$ cat src/inc/adcsel_pkg.sv
// package: register map, field layout and types of the step input select block
package adcsel_pkg;

  // register map
  localparam logic [7:0] ADCSEL_OFS_SEL = 8'h40;
  localparam logic [7:0] ADCSEL_OFS_STEP = 8'h48;
  localparam logic [31:0] ADCSEL_RST_SEL = 32'h0000_0000;
  localparam logic [31:0] ADCSEL_RD_UNMAPPED = 32'h0000_0000;

  // field layout: step n select sits at bits 4n-3:4n-4
  localparam int ADCSEL_NSTEP = 8;
  localparam int ADCSEL_FLD_W = 2;
  localparam int ADCSEL_FLD_PITCH = 4;
  localparam int ADCSEL_STEP1_LSB = 0;
  localparam int ADCSEL_STEP2_LSB = 4;
  localparam int ADCSEL_STEP3_LSB = 8;
  localparam int ADCSEL_STEP4_LSB = 12;
  localparam int ADCSEL_STEP5_LSB = 16;
  localparam int ADCSEL_STEP6_LSB = 20;
  localparam int ADCSEL_STEP7_LSB = 24;
  localparam int ADCSEL_STEP8_LSB = 28;
  // writable bits of the select register; reserved pairs are zero here
  localparam logic [31:0] ADCSEL_WR_MASK = 32'h3333_3333;

  // wishbone request
  typedef struct packed {
    logic cyc;
    logic stb;
    logic we;
    logic [3:0] sel;
    logic [7:0] adr;
    logic [31:0] dat;
  } adcsel_wb_req_t;

  // wishbone answer
  typedef struct packed {
    logic ack;
    logic [31:0] dat;
  } adcsel_wb_rsp_t;

  // one analog input channel index per step
  typedef logic [ADCSEL_FLD_W-1:0] adcsel_chan_t;

endpackage

$ cat src/adcsel_decode.sv
// module: one-hot decode of a step select value into an analog input enable
`timescale 1ns/10ps
module adcsel_decode
  import adcsel_pkg::*;
(
  input wire adcsel_pkg::adcsel_chan_t sel_i,
  output logic [3:0] onehot_o
);

  // value n routes analog input n straight to the converter
  always_comb
  begin
    onehot_o = 4'h0;
    onehot_o[sel_i] = 1'b1;
  end

endmodule

$ cat src/adcsel_top.sv
// module: sequencer 0 step input select register with wishbone slave
//
// Our own choices: the placing of the registers and register access over Wishbone.
`timescale 1ns/10ps
// Function
// - step eight input from bits 29:28
// - step seven input from bits 25:24
// - step five input from bits 17:16
// - step four input from bits 13:12
// - step three input from bits 9:8
// - step two input from bits 5:4
// - step one input from bits 1:0
// - select value is the analog channel index
module adcsel_top
  import adcsel_pkg::*;
(
  input wire logic ref_clk_i,
  input wire logic rst_i,
  input wire adcsel_pkg::adcsel_wb_req_t wb_req_i,
  output adcsel_pkg::adcsel_wb_rsp_t wb_rsp_o,
  input wire logic [2:0] cur_step_i,
  output adcsel_pkg::adcsel_chan_t cur_chan_o,
  output logic [3:0] cur_input_en_o,
  output logic [31:0] sel_word_o
);
  import adcsel_pkg::*;

  // ----------------------------------------
  // state
  // ----------------------------------------
  // select word, bus answer and the channel chosen for the current step;
  // the channel lags cur_step_i by one edge, so the sequencer must show
  // the next step one cycle before it samples the channel
  typedef struct packed {
    logic [31:0] sel;
    logic ack;
    logic [31:0] rdat;
    adcsel_chan_t chan;
  } adcsel_state_t;

  adcsel_state_t state_ff;
  adcsel_state_t nxt_state;
  adcsel_chan_t step_fld [ADCSEL_NSTEP];
  logic [31:0] bytemask;
  logic [31:0] rd_mux;
  logic access;
  logic wr_sel;

  // ----------------------------------------
  // field extraction
  // ----------------------------------------
  // fixed slices; the reserved pairs between them are never read
  assign step_fld[0] = state_ff.sel[ADCSEL_STEP1_LSB +: ADCSEL_FLD_W];
  assign step_fld[1] = state_ff.sel[ADCSEL_STEP2_LSB +: ADCSEL_FLD_W];
  assign step_fld[2] = state_ff.sel[ADCSEL_STEP3_LSB +: ADCSEL_FLD_W];
  assign step_fld[3] = state_ff.sel[ADCSEL_STEP4_LSB +: ADCSEL_FLD_W];
  assign step_fld[4] = state_ff.sel[ADCSEL_STEP5_LSB +: ADCSEL_FLD_W];
  assign step_fld[5] = state_ff.sel[ADCSEL_STEP6_LSB +: ADCSEL_FLD_W];
  assign step_fld[6] = state_ff.sel[ADCSEL_STEP7_LSB +: ADCSEL_FLD_W];
  assign step_fld[7] = state_ff.sel[ADCSEL_STEP8_LSB +: ADCSEL_FLD_W];

  // ----------------------------------------
  // byte lane mask
  // ----------------------------------------
  // byte enables widen to a bit mask; lane checks sit beside it
  genvar gi;
  generate
    for (gi = 0; gi < 4; gi++)
    begin : g_lane
      assign bytemask[gi*8 +: 8] = {8{wb_req_i.sel[gi]}};
      // a selected lane loads, its reserved pairs forced to zero
      AST_LANE_LOAD: assert property (@(posedge ref_clk_i) disable iff (rst_i)
        wr_sel && wb_req_i.sel[gi]
        |=> sel_word_o[gi*8 +: 8]
          == ($past(wb_req_i.dat[gi*8 +: 8]) & ADCSEL_WR_MASK[gi*8 +: 8]))
        else $error("selected byte lane not loaded");
      // an unselected lane keeps its old value
      AST_LANE_KEEP: assert property (@(posedge ref_clk_i) disable iff (rst_i)
        wr_sel && !wb_req_i.sel[gi]
        |=> sel_word_o[gi*8 +: 8] == $past(sel_word_o[gi*8 +: 8]))
        else $error("unselected byte lane changed");
    end
  endgenerate

  // ----------------------------------------
  // request decode
  // ----------------------------------------
  // a request is taken only while no answer stands, one answer per request
  assign access = wb_req_i.cyc & wb_req_i.stb & ~state_ff.ack;
  // write strobe for the select word; other offsets ignore writes
  assign wr_sel = access & wb_req_i.we & (wb_req_i.adr == ADCSEL_OFS_SEL);

  // decoded from the live address; the answer is registered below
  // read mux, unmapped addresses read zero
  always_comb
  begin
    unique case (wb_req_i.adr)
      ADCSEL_OFS_SEL: rd_mux = state_ff.sel & ADCSEL_WR_MASK;
      ADCSEL_OFS_STEP: rd_mux = {29'h0000_0000, cur_step_i};
      default: rd_mux = ADCSEL_RD_UNMAPPED;
    endcase
  end

  // ----------------------------------------
  // next state
  // ----------------------------------------
  always_comb
  begin
    nxt_state = state_ff;
    nxt_state.ack = access;
    nxt_state.rdat = access ? rd_mux : state_ff.rdat;
    // writes keep reserved pairs at zero; unselected lanes hold
    if (wr_sel)
    begin
      nxt_state.sel = ((state_ff.sel & ~bytemask) | (wb_req_i.dat & bytemask))
        & ADCSEL_WR_MASK;
    end
    // pick the field of the step the sequencer shows now
    nxt_state.chan = step_fld[cur_step_i];
  end

  // synchronous reset; the reset branch loads constants only
  // registered state
  always_ff @(posedge ref_clk_i)
  begin
    if (rst_i)
    begin
      state_ff.sel <= ADCSEL_RST_SEL;
      state_ff.ack <= 1'b0;
      state_ff.rdat <= 32'h0000_0000;
      state_ff.chan <= 2'h0;
    end
    else
    begin
      state_ff <= nxt_state;
    end
  end

  // ----------------------------------------
  // outputs
  // ----------------------------------------
  // answer and read data come straight from flip-flops
  assign wb_rsp_o.ack = state_ff.ack;
  assign wb_rsp_o.dat = state_ff.rdat;
  assign cur_chan_o = state_ff.chan;
  assign sel_word_o = state_ff.sel;

  // channel enable for the analog switch
  adcsel_decode u_decode
  (
    .sel_i(state_ff.chan),
    .onehot_o(cur_input_en_o)
  );

  // ----------------------------------------
  // assertions
  // ----------------------------------------
  // step checks look one edge back because the channel is registered;
  // they stay quiet while reset is applied
  AST_STEP8: assert property (@(posedge ref_clk_i) disable iff (rst_i)
    cur_step_i == 3'h7 |=> cur_chan_o == $past(sel_word_o[29:28]))
    else $error("step eight channel wrong");
  AST_STEP7: assert property (@(posedge ref_clk_i) disable iff (rst_i)
    cur_step_i == 3'h6 |=> cur_chan_o == $past(sel_word_o[25:24]))
    else $error("step seven channel wrong");
  AST_STEP6: assert property (@(posedge ref_clk_i) disable iff (rst_i)
    cur_step_i == 3'h5 |=> cur_chan_o == $past(sel_word_o[21:20]))
    else $error("step six channel wrong");
  AST_STEP5: assert property (@(posedge ref_clk_i) disable iff (rst_i)
    cur_step_i == 3'h4 |=> cur_chan_o == $past(sel_word_o[17:16]))
    else $error("step five channel wrong");
  AST_STEP4: assert property (@(posedge ref_clk_i) disable iff (rst_i)
    cur_step_i == 3'h3 |=> cur_chan_o == $past(sel_word_o[13:12]))
    else $error("step four channel wrong");
  AST_STEP3: assert property (@(posedge ref_clk_i) disable iff (rst_i)
    cur_step_i == 3'h2 |=> cur_chan_o == $past(sel_word_o[9:8]))
    else $error("step three channel wrong");
  AST_STEP2: assert property (@(posedge ref_clk_i) disable iff (rst_i)
    cur_step_i == 3'h1 |=> cur_chan_o == $past(sel_word_o[5:4]))
    else $error("step two channel wrong");
  AST_STEP1: assert property (@(posedge ref_clk_i) disable iff (rst_i)
    cur_step_i == 3'h0 |=> cur_chan_o == $past(sel_word_o[1:0]))
    else $error("step one channel wrong");
  AST_ONEHOT: assert property (@(posedge ref_clk_i) disable iff (rst_i)
    cur_input_en_o == (4'h1 << cur_chan_o))
    else $error("input enable does not match channel");
  AST_RSVD: assert property (@(posedge ref_clk_i) disable iff (rst_i)
    (sel_word_o & ~ADCSEL_WR_MASK) == 32'h0000_0000)
    else $error("reserved bit set");
  AST_WRITE: assert property (@(posedge ref_clk_i) disable iff (rst_i)
    (access && wb_req_i.we && wb_req_i.adr == ADCSEL_OFS_SEL && wb_req_i.sel == 4'hF)
    |=> sel_word_o == ($past(wb_req_i.dat) & ADCSEL_WR_MASK))
    else $error("full write not stored");
  AST_ACK: assert property (@(posedge ref_clk_i) disable iff (rst_i)
    wb_rsp_o.ack |=> !wb_rsp_o.ack)
    else $error("ack held two cycles");

  // ----------------------------------------
  // reset assertions
  // ----------------------------------------
  // reset clears the whole select word in one edge
  AST_RST_SEL: assert property (@(posedge ref_clk_i)
    rst_i |=> sel_word_o == ADCSEL_RST_SEL)
    else $error("select word not cleared by reset");
  // no answer is left standing across a reset
  AST_RST_ACK: assert property (@(posedge ref_clk_i)
    rst_i |=> !wb_rsp_o.ack && wb_rsp_o.dat == 32'h0000_0000)
    else $error("bus answer not cleared by reset");
  // the analog switch falls back to input zero
  AST_RST_CHAN: assert property (@(posedge ref_clk_i)
    rst_i |=> cur_chan_o == 2'h0 && cur_input_en_o == 4'h1)
    else $error("channel not cleared by reset");

  // ----------------------------------------
  // bus handshake assertions
  // ----------------------------------------
  // a fresh request is answered on the next edge
  AST_ACK_TAKEN: assert property (@(posedge ref_clk_i) disable iff (rst_i)
    wb_req_i.cyc && wb_req_i.stb && !wb_rsp_o.ack |=> wb_rsp_o.ack)
    else $error("request not answered");
  // no answer without a request
  AST_ACK_IDLE: assert property (@(posedge ref_clk_i) disable iff (rst_i)
    !(wb_req_i.cyc && wb_req_i.stb) |=> !wb_rsp_o.ack)
    else $error("answer without request");
  // a standing read value is kept until the next request
  AST_RDAT_HOLD: assert property (@(posedge ref_clk_i) disable iff (rst_i)
    !access |=> $stable(wb_rsp_o.dat))
    else $error("read data moved without a request");

  // ----------------------------------------
  // read data assertions
  // ----------------------------------------
  // the select word reads back as stored
  AST_RD_SEL: assert property (@(posedge ref_clk_i) disable iff (rst_i)
    access && !wb_req_i.we && wb_req_i.adr == ADCSEL_OFS_SEL
    |=> wb_rsp_o.dat == ($past(sel_word_o) & ADCSEL_WR_MASK))
    else $error("select word read back wrong");
  // reserved pairs always read zero
  AST_RD_RSVD: assert property (@(posedge ref_clk_i) disable iff (rst_i)
    access && !wb_req_i.we && wb_req_i.adr == ADCSEL_OFS_SEL
    |=> (wb_rsp_o.dat & ~ADCSEL_WR_MASK) == 32'h0000_0000)
    else $error("reserved pair read back set");
  // the step register shows the step seen at the request
  AST_RD_STEP: assert property (@(posedge ref_clk_i) disable iff (rst_i)
    access && !wb_req_i.we && wb_req_i.adr == ADCSEL_OFS_STEP
    |=> wb_rsp_o.dat == 32'($past(cur_step_i)))
    else $error("step register read back wrong");
  // any other address reads the unmapped value
  AST_RD_UNMAPPED: assert property (@(posedge ref_clk_i) disable iff (rst_i)
    access && !wb_req_i.we && wb_req_i.adr != ADCSEL_OFS_SEL
    && wb_req_i.adr != ADCSEL_OFS_STEP |=> wb_rsp_o.dat == ADCSEL_RD_UNMAPPED)
    else $error("unmapped read not zero");
  // a write answers with the word as it stood before the write
  AST_WR_ANSWER: assert property (@(posedge ref_clk_i) disable iff (rst_i)
    wr_sel |=> wb_rsp_o.dat == ($past(sel_word_o) & ADCSEL_WR_MASK))
    else $error("write answer data wrong");

  // ----------------------------------------
  // write protection assertions
  // ----------------------------------------
  // only a write to the select offset may change the word
  AST_WR_OTHER: assert property (@(posedge ref_clk_i) disable iff (rst_i)
    !wr_sel |=> $stable(sel_word_o))
    else $error("select word changed without a write");

  // ----------------------------------------
  // channel and enable assertions
  // ----------------------------------------
  // a field value of one drives analog input one
  AST_CHAN_ONE: assert property (@(posedge ref_clk_i) disable iff (rst_i)
    cur_chan_o == 2'h1 |-> cur_input_en_o == 4'h2)
    else $error("value one does not select input one");

  // every step lands on its field at the regular pitch
  generate
    for (gi = 0; gi < ADCSEL_NSTEP; gi++)
    begin : g_step_chk
      AST_STEP_PITCH: assert property (@(posedge ref_clk_i) disable iff (rst_i)
        cur_step_i == 3'(gi)
        |=> cur_chan_o == $past(sel_word_o[gi*ADCSEL_FLD_PITCH +: ADCSEL_FLD_W]))
        else $error("step channel off the field pitch");
    end
  endgenerate

  // each channel value lights exactly its own enable bit
  generate
    for (gi = 0; gi < 4; gi++)
    begin : g_en_chk
      AST_EN_BIT: assert property (@(posedge ref_clk_i) disable iff (rst_i)
        cur_input_en_o[gi] == (cur_chan_o == 2'(gi)))
        else $error("enable bit does not match channel");
    end
  endgenerate

  // the enable only moves with the channel
  AST_EN_STEADY: assert property (@(posedge ref_clk_i) disable iff (rst_i)
    $stable(cur_chan_o) |-> $stable(cur_input_en_o))
    else $error("enable moved without the channel");
  // a steady step and word keep the channel steady
  AST_CHAN_STEADY: assert property (@(posedge ref_clk_i) disable iff (rst_i)
    $stable(cur_step_i) && $stable(sel_word_o) |=> $stable(cur_chan_o))
    else $error("channel moved on its own");

endmodule

$ cat config.mk
export PLATFORM = sky130hd
export DESIGN_NAME = adcsel_top
export DESIGN_NICKNAME = d
export VERILOG_FILES = /design/src/inc/adcsel_pkg.sv /design/src/adcsel_decode.sv /design/src/adcsel_top.sv
export SDC_FILE = /design/constraint.sdc
export NUM_CORES = 1
export LEC_CHECK = 0
export ABC_AREA = 1
export BUFFER_PORTS_ARGS = -buffer_cell sky130_fd_sc_hd__buf_2
export CORE_UTILIZATION = 30
export CTS_CLUSTER_SIZE = 24
export DETAILED_ROUTE_END_ITERATION = 10
export PLACE_DENSITY = 0.69
export SKIP_LAST_GASP = 1
export SLEW_MARGIN = 20
export SYNTH_ARGS = -nofsm -noshare
export SYNTH_HDL_FRONTEND = slang
export SYNTH_HIERARCHICAL = 1
export SYNTH_SLANG_ARGS = --single-unit
$ cat constraint.sdc
create_clock -name ref_clk_i -period 1.5 [get_ports ref_clk_i]
set_input_delay 0.3 -clock ref_clk_i [delete_from_list [all_inputs] [get_ports ref_clk_i]]
set_output_delay 0.3 -clock ref_clk_i [all_outputs]
set_load 0.03 [all_outputs]
=== Word-level counts from Yosys, hierarchy flattened ===
Cells that the tools add are included.

* Bitwise logic cells: 10
* $lt $le $gt $ge: 3
* Muxes and demuxes: 6
* Equal/unequal tests: 2
* Reductions and logical operators: 1

{| class="wikitable"
|+ Operator list
! operator !! number
|-
| 30-bit bitwise AND || 2
|-
| 30-bit case mux with 2 select lines || 1
|-
| 30-bit inverter || 1
|-
| 30-bit OR || 1
|-
| 8-bit by 7-bit == test with 1-bit output, second input constant || 2
|-
| 2-bit binary-select mux with 3-bit select || 1
|-
| 1-bit bitwise AND || 4
|-
| 4-bit greater-or-equal comparator, second input constant || 1
|-
| 2-bit 2-to-1 mux || 2
|-
| 3-bit inverter with 4-bit output || 1
|-
| 2-bit by 3-bit < comparator with 1-bit output, second input constant || 1
|-
| 1-bit demux with 2-bit select || 1
|-
| 2-bit by 1-bit greater-or-equal comparator with 1-bit output, second input constant || 1
|-
| 1-bit logical AND || 1
|-
| 1-bit 2-to-1 mux || 1
|-
| 1-bit inverter || 1
|}

* Word-level logic and storage cells: 26
* Input bits: 52
* Flip-flop bits (word level): 51

=== Depth between registers and ports, before layout ===
Gate-level depths: netlist of the first run.

* Depth after elaboration: 4
* Gate-level depth with buffers: 8

=== Modules after synthesis ===
The synthesis of the first run kept the hierarchy.

{| class="wikitable"
|+ By module, submodules not included
! module !! times used !! area each (um2) !! cells each !! sequential area each (um2)
|-
| adcsel_top || 1 || 2014.4 || 304 || 720.7
|-
| adcsel_decode || 1 || 26.3 || 7 || 0.0
|}

=== Worst setup path after synthesis of the first run ===
No wires, ideal clock.

* Path type: register to output
* From: register state_ff, in the netlist cur_chan_o[0]
* To: output port cur_input_en_o[1]
* Required time: 1200 ps
* Setup slack: 187 ps
* Data arrival time: 1013 ps
* Cell stages (with the launch flop): 3
* Cells stage by stage: dfxtp_1 > inv_1 > nor2_1

* Longest elaborated chain between the ends: 4
* Elaborated cells on any way between the ends: 5

{| class="wikitable"
|+ Ends and longest elaborated chain
! what !! line !! text
|-
| start, declared || adcsel_top.sv:41 || <nowiki>adcsel_state_t state_ff;</nowiki>
|-
| start signal, assigned || adcsel_top.sv:135 || <nowiki>state_ff <= nxt_state;</nowiki>
|-
| 2-bit by 3-bit < comparator with 1-bit output (not written as such) or 2-bit by 1-bit greater-or-equal comparator with 1-bit output (tied branches) || adcsel_decode.sv:14 || <nowiki>onehot_o[sel_i] = 1'b1;</nowiki>
|-
| 1-bit logical AND (not written as such) || adcsel_decode.sv:14 ||
|-
| 1-bit 2-to-1 mux (not written as such) || adcsel_decode.sv:14 ||
|-
| 1-bit demux with 2-bit select (*) || -- ||
|-
| end, declared || adcsel_top.sv:23 || <nowiki>output logic [3:0] cur_input_en_o,</nowiki>
|}

Every way passes the cells marked *; elsewhere a longest branch is shown, timed or not.

=== Final worst setup path of the first run ===
* From: register state_ff, in the netlist cur_chan_o[1]
* To: output port cur_input_en_o[2]

The elaborated chain is that of the path after synthesis.

==> summary.txt, run 1 <==
GPL Wtd Cong = 0.7648
Clock Skew = 0.005021 ns
Pin count of the biggest net entering global routing = 35
Fin Setup TNS = 0 ns
Area Overhead vs Synth = 23.54%
R2R setup slack = 0.22 ns
Worst path max stage delay = 0.41 ns
RSZ-0062 raised after global routing = false
CTS root buf = clkbuf_8
Antenna Diode Count = 0
Via count = 1,937
Cts hold-fix bufs = 0
Post-layout util = 0.3904
Post-synth ARST share = 0
Core box area = 6459 µm²
Critical path required time = 1.20 ns
Crit path buf inv count = 2
Port Buffer Count = 75
CTS tree = built
FMAX = 754.1 MHz
GRT Total Usage = 0.1354
WS Path Type = reg -> out
Worst-case clock buffer depth = 2
Most frequent cell after synthesis = inv_1
Pre-antenna DRT Iters = 8
R2R Path Start = wb_rsp_o[32]
Number of antenna violations at the first check in global routing = 0
Leakage = 1.396 nW
Grt ovf = 0
Die ar. = 7136 µm²
Starting Density = 0.3160
EDFF count, synth = 0
# rows = 29
Pwr Total = 2.249 mW
H-tree depth = 2
Post-Synthesis Cells = 311
Syn_area_per_cell = 6.562 µm²
Synth top cells by count = inv_1 (63), nand2_1 (59), dfxtp_1 (36)
Worst-path clk slew = 0.07 ns
Hold WC Path Type = in -> reg
Global-route wire length before repair = 7748 µm
Die height = 84.48 µm
Minimum clock period = 1.326 ns
Synth top area cells = dfxtp_1 (35%), buf_4 (13%), inv_1 (12%)
Final setup margin = 0.1740 ns
Final wirelength = 4766 µm
IO Pins = 123
R2R cell count = 8
Place WS = 0.1129 ns
Filler cells = 707
Placed inst area = 2414 µm²
Area leader, netlist = dfxtp_1
Register area share after synthesis = 0.3532
Worst-path cell chain = inv_1, nor2_1, buf_2
Final nets = 436
Post-Syn Area = 2041 µm²
Worst hold start = rst_i
Post-DRT Antenna Nets = 0
Post-DR vias/cell = 4.193
Vias in the first global route = 1,734
Post-synth top flop = dfxtp_1
Setup bufs post-CTS = 0
Top-area cell type share of the netlist area = 0.3532
Worst setup EP type = primary output
CTS sink count = 36
Worst vdd ir = 0.3164 mV
CTS resizes = 0
Max-cap violations = 0
Synth unique cells = 17
CP max-delay cell = dfxtp_1
Violated checks = DRC
Final Hold Viols = 0
Hold EP = wb_rsp_o[32]
Clock Latency Late Sink = 0.28 ns
Die W = 84.48 µm
Status = finished, violations left
1st-iter DRT viols = 125
Final period util = 0.8840
Flops & latches, synth = 36
Crit path launch type = flip-flop
Remaining DRCs = 10
Wirelength per Cell = 10.32 µm
Setup violators final = 0
Warnings, synthesis = 6
Pwr Density = 892.1 nW/µm²
CTS buffer count = 5
Layout cell share with drive strength beyond 1 = 0.2416
Delay-heaviest family, CP = flip-flops
WHS Path Cells = 2
WP data arrival = 1.03 ns
Fin. max-slew vios = 0
Max FO, Critical Path = 5
Fin area = 2521 µm²
DPL Wire Length = 3726 µm
==> stage by stage <==
| stage | std cells | hold WS, ns |
|---|---|---|
| 6_report | 462 | 0.2155 |
| 5_1_grt | 462 | 0.2168 |
| 4_1_cts | 462 | 0.2097 |
| 3_5_place_dp | 454 | 0.4670 |
| 3_3_place_gp | 454 | 0.4642 |
| 2_1_floorplan | 341 | 0.3724 |
==> worst reg2reg max path: stages (launching register included) <==
cell,delay (ns)
dfxtp_1,0.31
inv_1,0.05
nand3_1,0.11
nor2_1,0.21
buf_12,0.19
nand3_2,0.13
nand2_1,0.08
inv_1,0.04
nor2_1,0.09
==> cell families after synthesis <==
group | count (synthesis) | share of synthesized area
simple gates | 123 | 0.2722
flops | 36 | 0.3532
buf+inv | 107 | 0.2624
compound gates | 44 | 0.1104
other cells | 1 | 0.001838
==> placed cells by master (no fill, tap or decap), drive strengths merged <==
cell	instances
a21oi	21
buf	80
bufinv	1
clkbuf	6
clkinv	1
conb	31
dfxtp	36
inv	63
nand2	60
nand3	12
nand4	16
nor2	35
o211ai	2
o21ai	21
==> how the worst max path moves through the flow <==
stage                       start           endpoint  cells past startpoint
floorplan           cur_chan_o[0]  cur_input_en_o[1]                      2
global placement     wb_req_i[33]          flip-flop                      9
finish              cur_chan_o[1]  cur_input_en_o[2]                      3
detailed placement   wb_req_i[33]          flip-flop                      9
global route         wb_rsp_o[32]          flip-flop                      8
CTS                 cur_chan_o[1]  cur_input_en_o[2]                      3
==> per-layer routing <==
| layer | vias to the layer above | share of wire | track usage |
|---|---|---|---|
| li1 | 1039 | - | - |
| met4 | 0 | 0.021 | 0.05239 |
| met3 | 12 | 0.065 | 0.03638 |
| met5 | - | 0 | 0 |
| met1 | 806 | 0.47 | 0.1742 |
| met2 | 80 | 0.45 | 0.2168 |
==> layout make-up <==
cell class                 count  area, µm²  share of cell area
clock buffer                   6      72.57             0.02878
clock inverter                 2      35.03             0.01390
inverter                      63      236.5             0.09380
multi-input combinational    198      897.1              0.3558
sequential                    36      720.7              0.2859
tap                           77      96.34             0.03821
timing repair buffer          80      462.9              0.1836
==> report_power, final <==
part	switching [mW]	leakage (nW)	internal, mW
clock network	0.330	0.0552	0.493
registers	0.0172	0.293	0.988
logic	0.311	1.05	0.110
total	0.658	1.40	1.59
No activity file was read; power rests on OpenSTA's default activity.
==> run 2: changes to the inputs <==
- clock period: 1.5 -> 1.38 ns (I/O delays scaled with it)
==> run 2 against run 1 <==
Effect of this change:
- the flow still finishes with violations (DRC)
- worst setup slack got worse by 0.077 ns
- critical path type unchanged
- non-clock buffer count did not move
- highest routed layer unchanged
- cell count fell by 0.22%
- global-route usage fell by 0.25 points
- via count fell by 2.1%
- critical path depth did not move
- routed wire length fell by 2.5%
- clock-buffer cell count did not move
==> summary.txt, run 2 (same netlist as run 1, synthesis figures left out) <==
Commonest non-fill, non-tap cells in the layout = buf_2 (75), inv_1 (63), nand2_1 (59)
Fin Setup TNS = 0 ns
Switching part of the total = 0.3126
Fin. max-slew vios = 0
Critical path required time = 1.10 ns
Max FO, Critical Path = 5
Pwr Total = 2.243 mW
Clock Latency Late Sink = 0.28 ns
CTS tree = built
Final Hold Viols = 0
Cell-internal power = 1.542 mW
Fin area = 2511 µm²
GRT Total Usage = 0.1329
Hold WC Path Type = in -> reg
DPL Wire Length = 3663 µm
Worst vdd ir = 0.3218 mV
Pin count of the biggest net entering global routing = 35
Core box area = 6459 µm²
H-tree depth = 2
Final period util = 0.9297
Logic pwr share = 0.206
Minimum clock period = 1.283 ns
CTS sink count = 36
Setup violators final = 0
Die height = 84.48 µm
1st-iter DRT viols = 92
Port Buffer Count = 75
WS Path Type = reg -> out
# rows = 29
Antenna Diode Count = 0
Sw Pwr = 0.7010 mW
GPL Wtd Cong = 0.7722
RSZ-0062 raised after global routing = false
Pre-antenna DRT Iters = 8
Via count = 1,896
Global-route wire length before repair = 7569 µm
Layout cell share with drive strength beyond 1 = 0.2448
WP data arrival = 1.01 ns
Filler cells = 709
Starting Density = 0.3160
Part of the power in the clock network = 0.306
Final nets = 436
Final wirelength = 4646 µm
Violated checks = DRC
Worst-case clock buffer depth = 2
Vias in the first global route = 1,652
Most common cell after layout, fill and taps aside = buf_2
DP Cell Count = 454
FMAX = 779.4 MHz
Pwr Density = 893.1 nW/µm²
Number of antenna violations at the first check in global routing = 0
Post-DRT Antenna Nets = 0
Die W = 84.48 µm
Status = finished, violations left
CTS root buf = clkbuf_8
Crit path launch type = flip-flop
Remaining DRCs = 11
IO Pins = 123
Placed inst area = 2426 µm²
Post-DR vias/cell = 4.113
R2R setup slack = 0.18 ns
Grt ovf = 0
CTS buffer count = 5
Die ar. = 7136 µm²
Cts hold-fix bufs = 0
Wirelength per Cell = 10.08 µm
Worst setup EP type = primary output
Clock Skew = 0.004354 ns
Leakage = 1.388 nW
Worst-path clk slew = 0.06 ns
Non-Filler Instances = 461
Total area of sequential cells = 720.7 µm²
Area Overhead vs Synth = 23.05%
Max-cap violations = 0
Sequential power share = 0.488
Multi-input logic area = 904.6 µm²
==> run 2: cell count changes in the layout (fill, tap and decap cells not counted), sizes merged <==
cell	previous run	this run
bufinv	1	0
==> run 2: power groups by stage <==
stage | Sequential [mW] | Combinational (mW) | Clock, mW
floorplan | 1.19 | 0.317 | 0
global placement | 1.12 | 0.457 | 0
detailed placement | 1.12 | 0.461 | 0
CTS | 1.09 | 0.462 | 0.711
global route | 1.10 | 0.502 | 0.765
finish | 1.09 | 0.462 | 0.687
==> run 2: worst paths after layout <==
kind              cells after the start          start                end
setup / recovery                      3  cur_chan_o[1]  cur_input_en_o[2]
setup reg to reg                      8   wb_rsp_o[32]          flip-flop
hold reg to reg                       2      flip-flop       wb_rsp_o[20]
hold / removal                        2          rst_i       wb_rsp_o[32]
==> run 2: timing repair <==
action | 4_1_cts | 5_1_grt
gates resized for setup | 0 | 2
endpoints found under the setup margin | 0 | 13
buffers inserted | 0 | 0
==> run 2: per-layer routing <==
metal,share of wire,global-route usage
met3,0.070,0.03540
met2,0.44,0.2109
met1,0.47,0.1735
met5,0,0
met4,0.021,0.04931
==> run 2: area by class of cell <==
type / instances / area share
inverters: 63 / 0.09417
clock inverters: 1 / 0.001993
well taps: 77 / 0.03837
clock buffers: 6 / 0.02890
repair buffers: 80 / 0.1893
multi-input cells: 198 / 0.3602
flip-flops and latches: 36 / 0.2870
==> run 2: per-stage QoR <==
step	utilization	setup WS, ns	hold WS [ns]
3_5_place_dp	0.3756	0.04417	0.4726
2_1_floorplan	-	0.09059	0.3484
4_1_cts	0.3876	0.07723	0.1931
5_1_grt	0.3888	0.003079	0.1954
6_report	0.3888	0.09703	0.2002
3_3_place_gp	0.3756	0.09187	0.4669
==> run 2: critical path: stages (launching register included) <==
cell	delay, ns
dfxtp_1	0.40
inv_1	0.06
nor2_1	0.07
buf_2	0.19
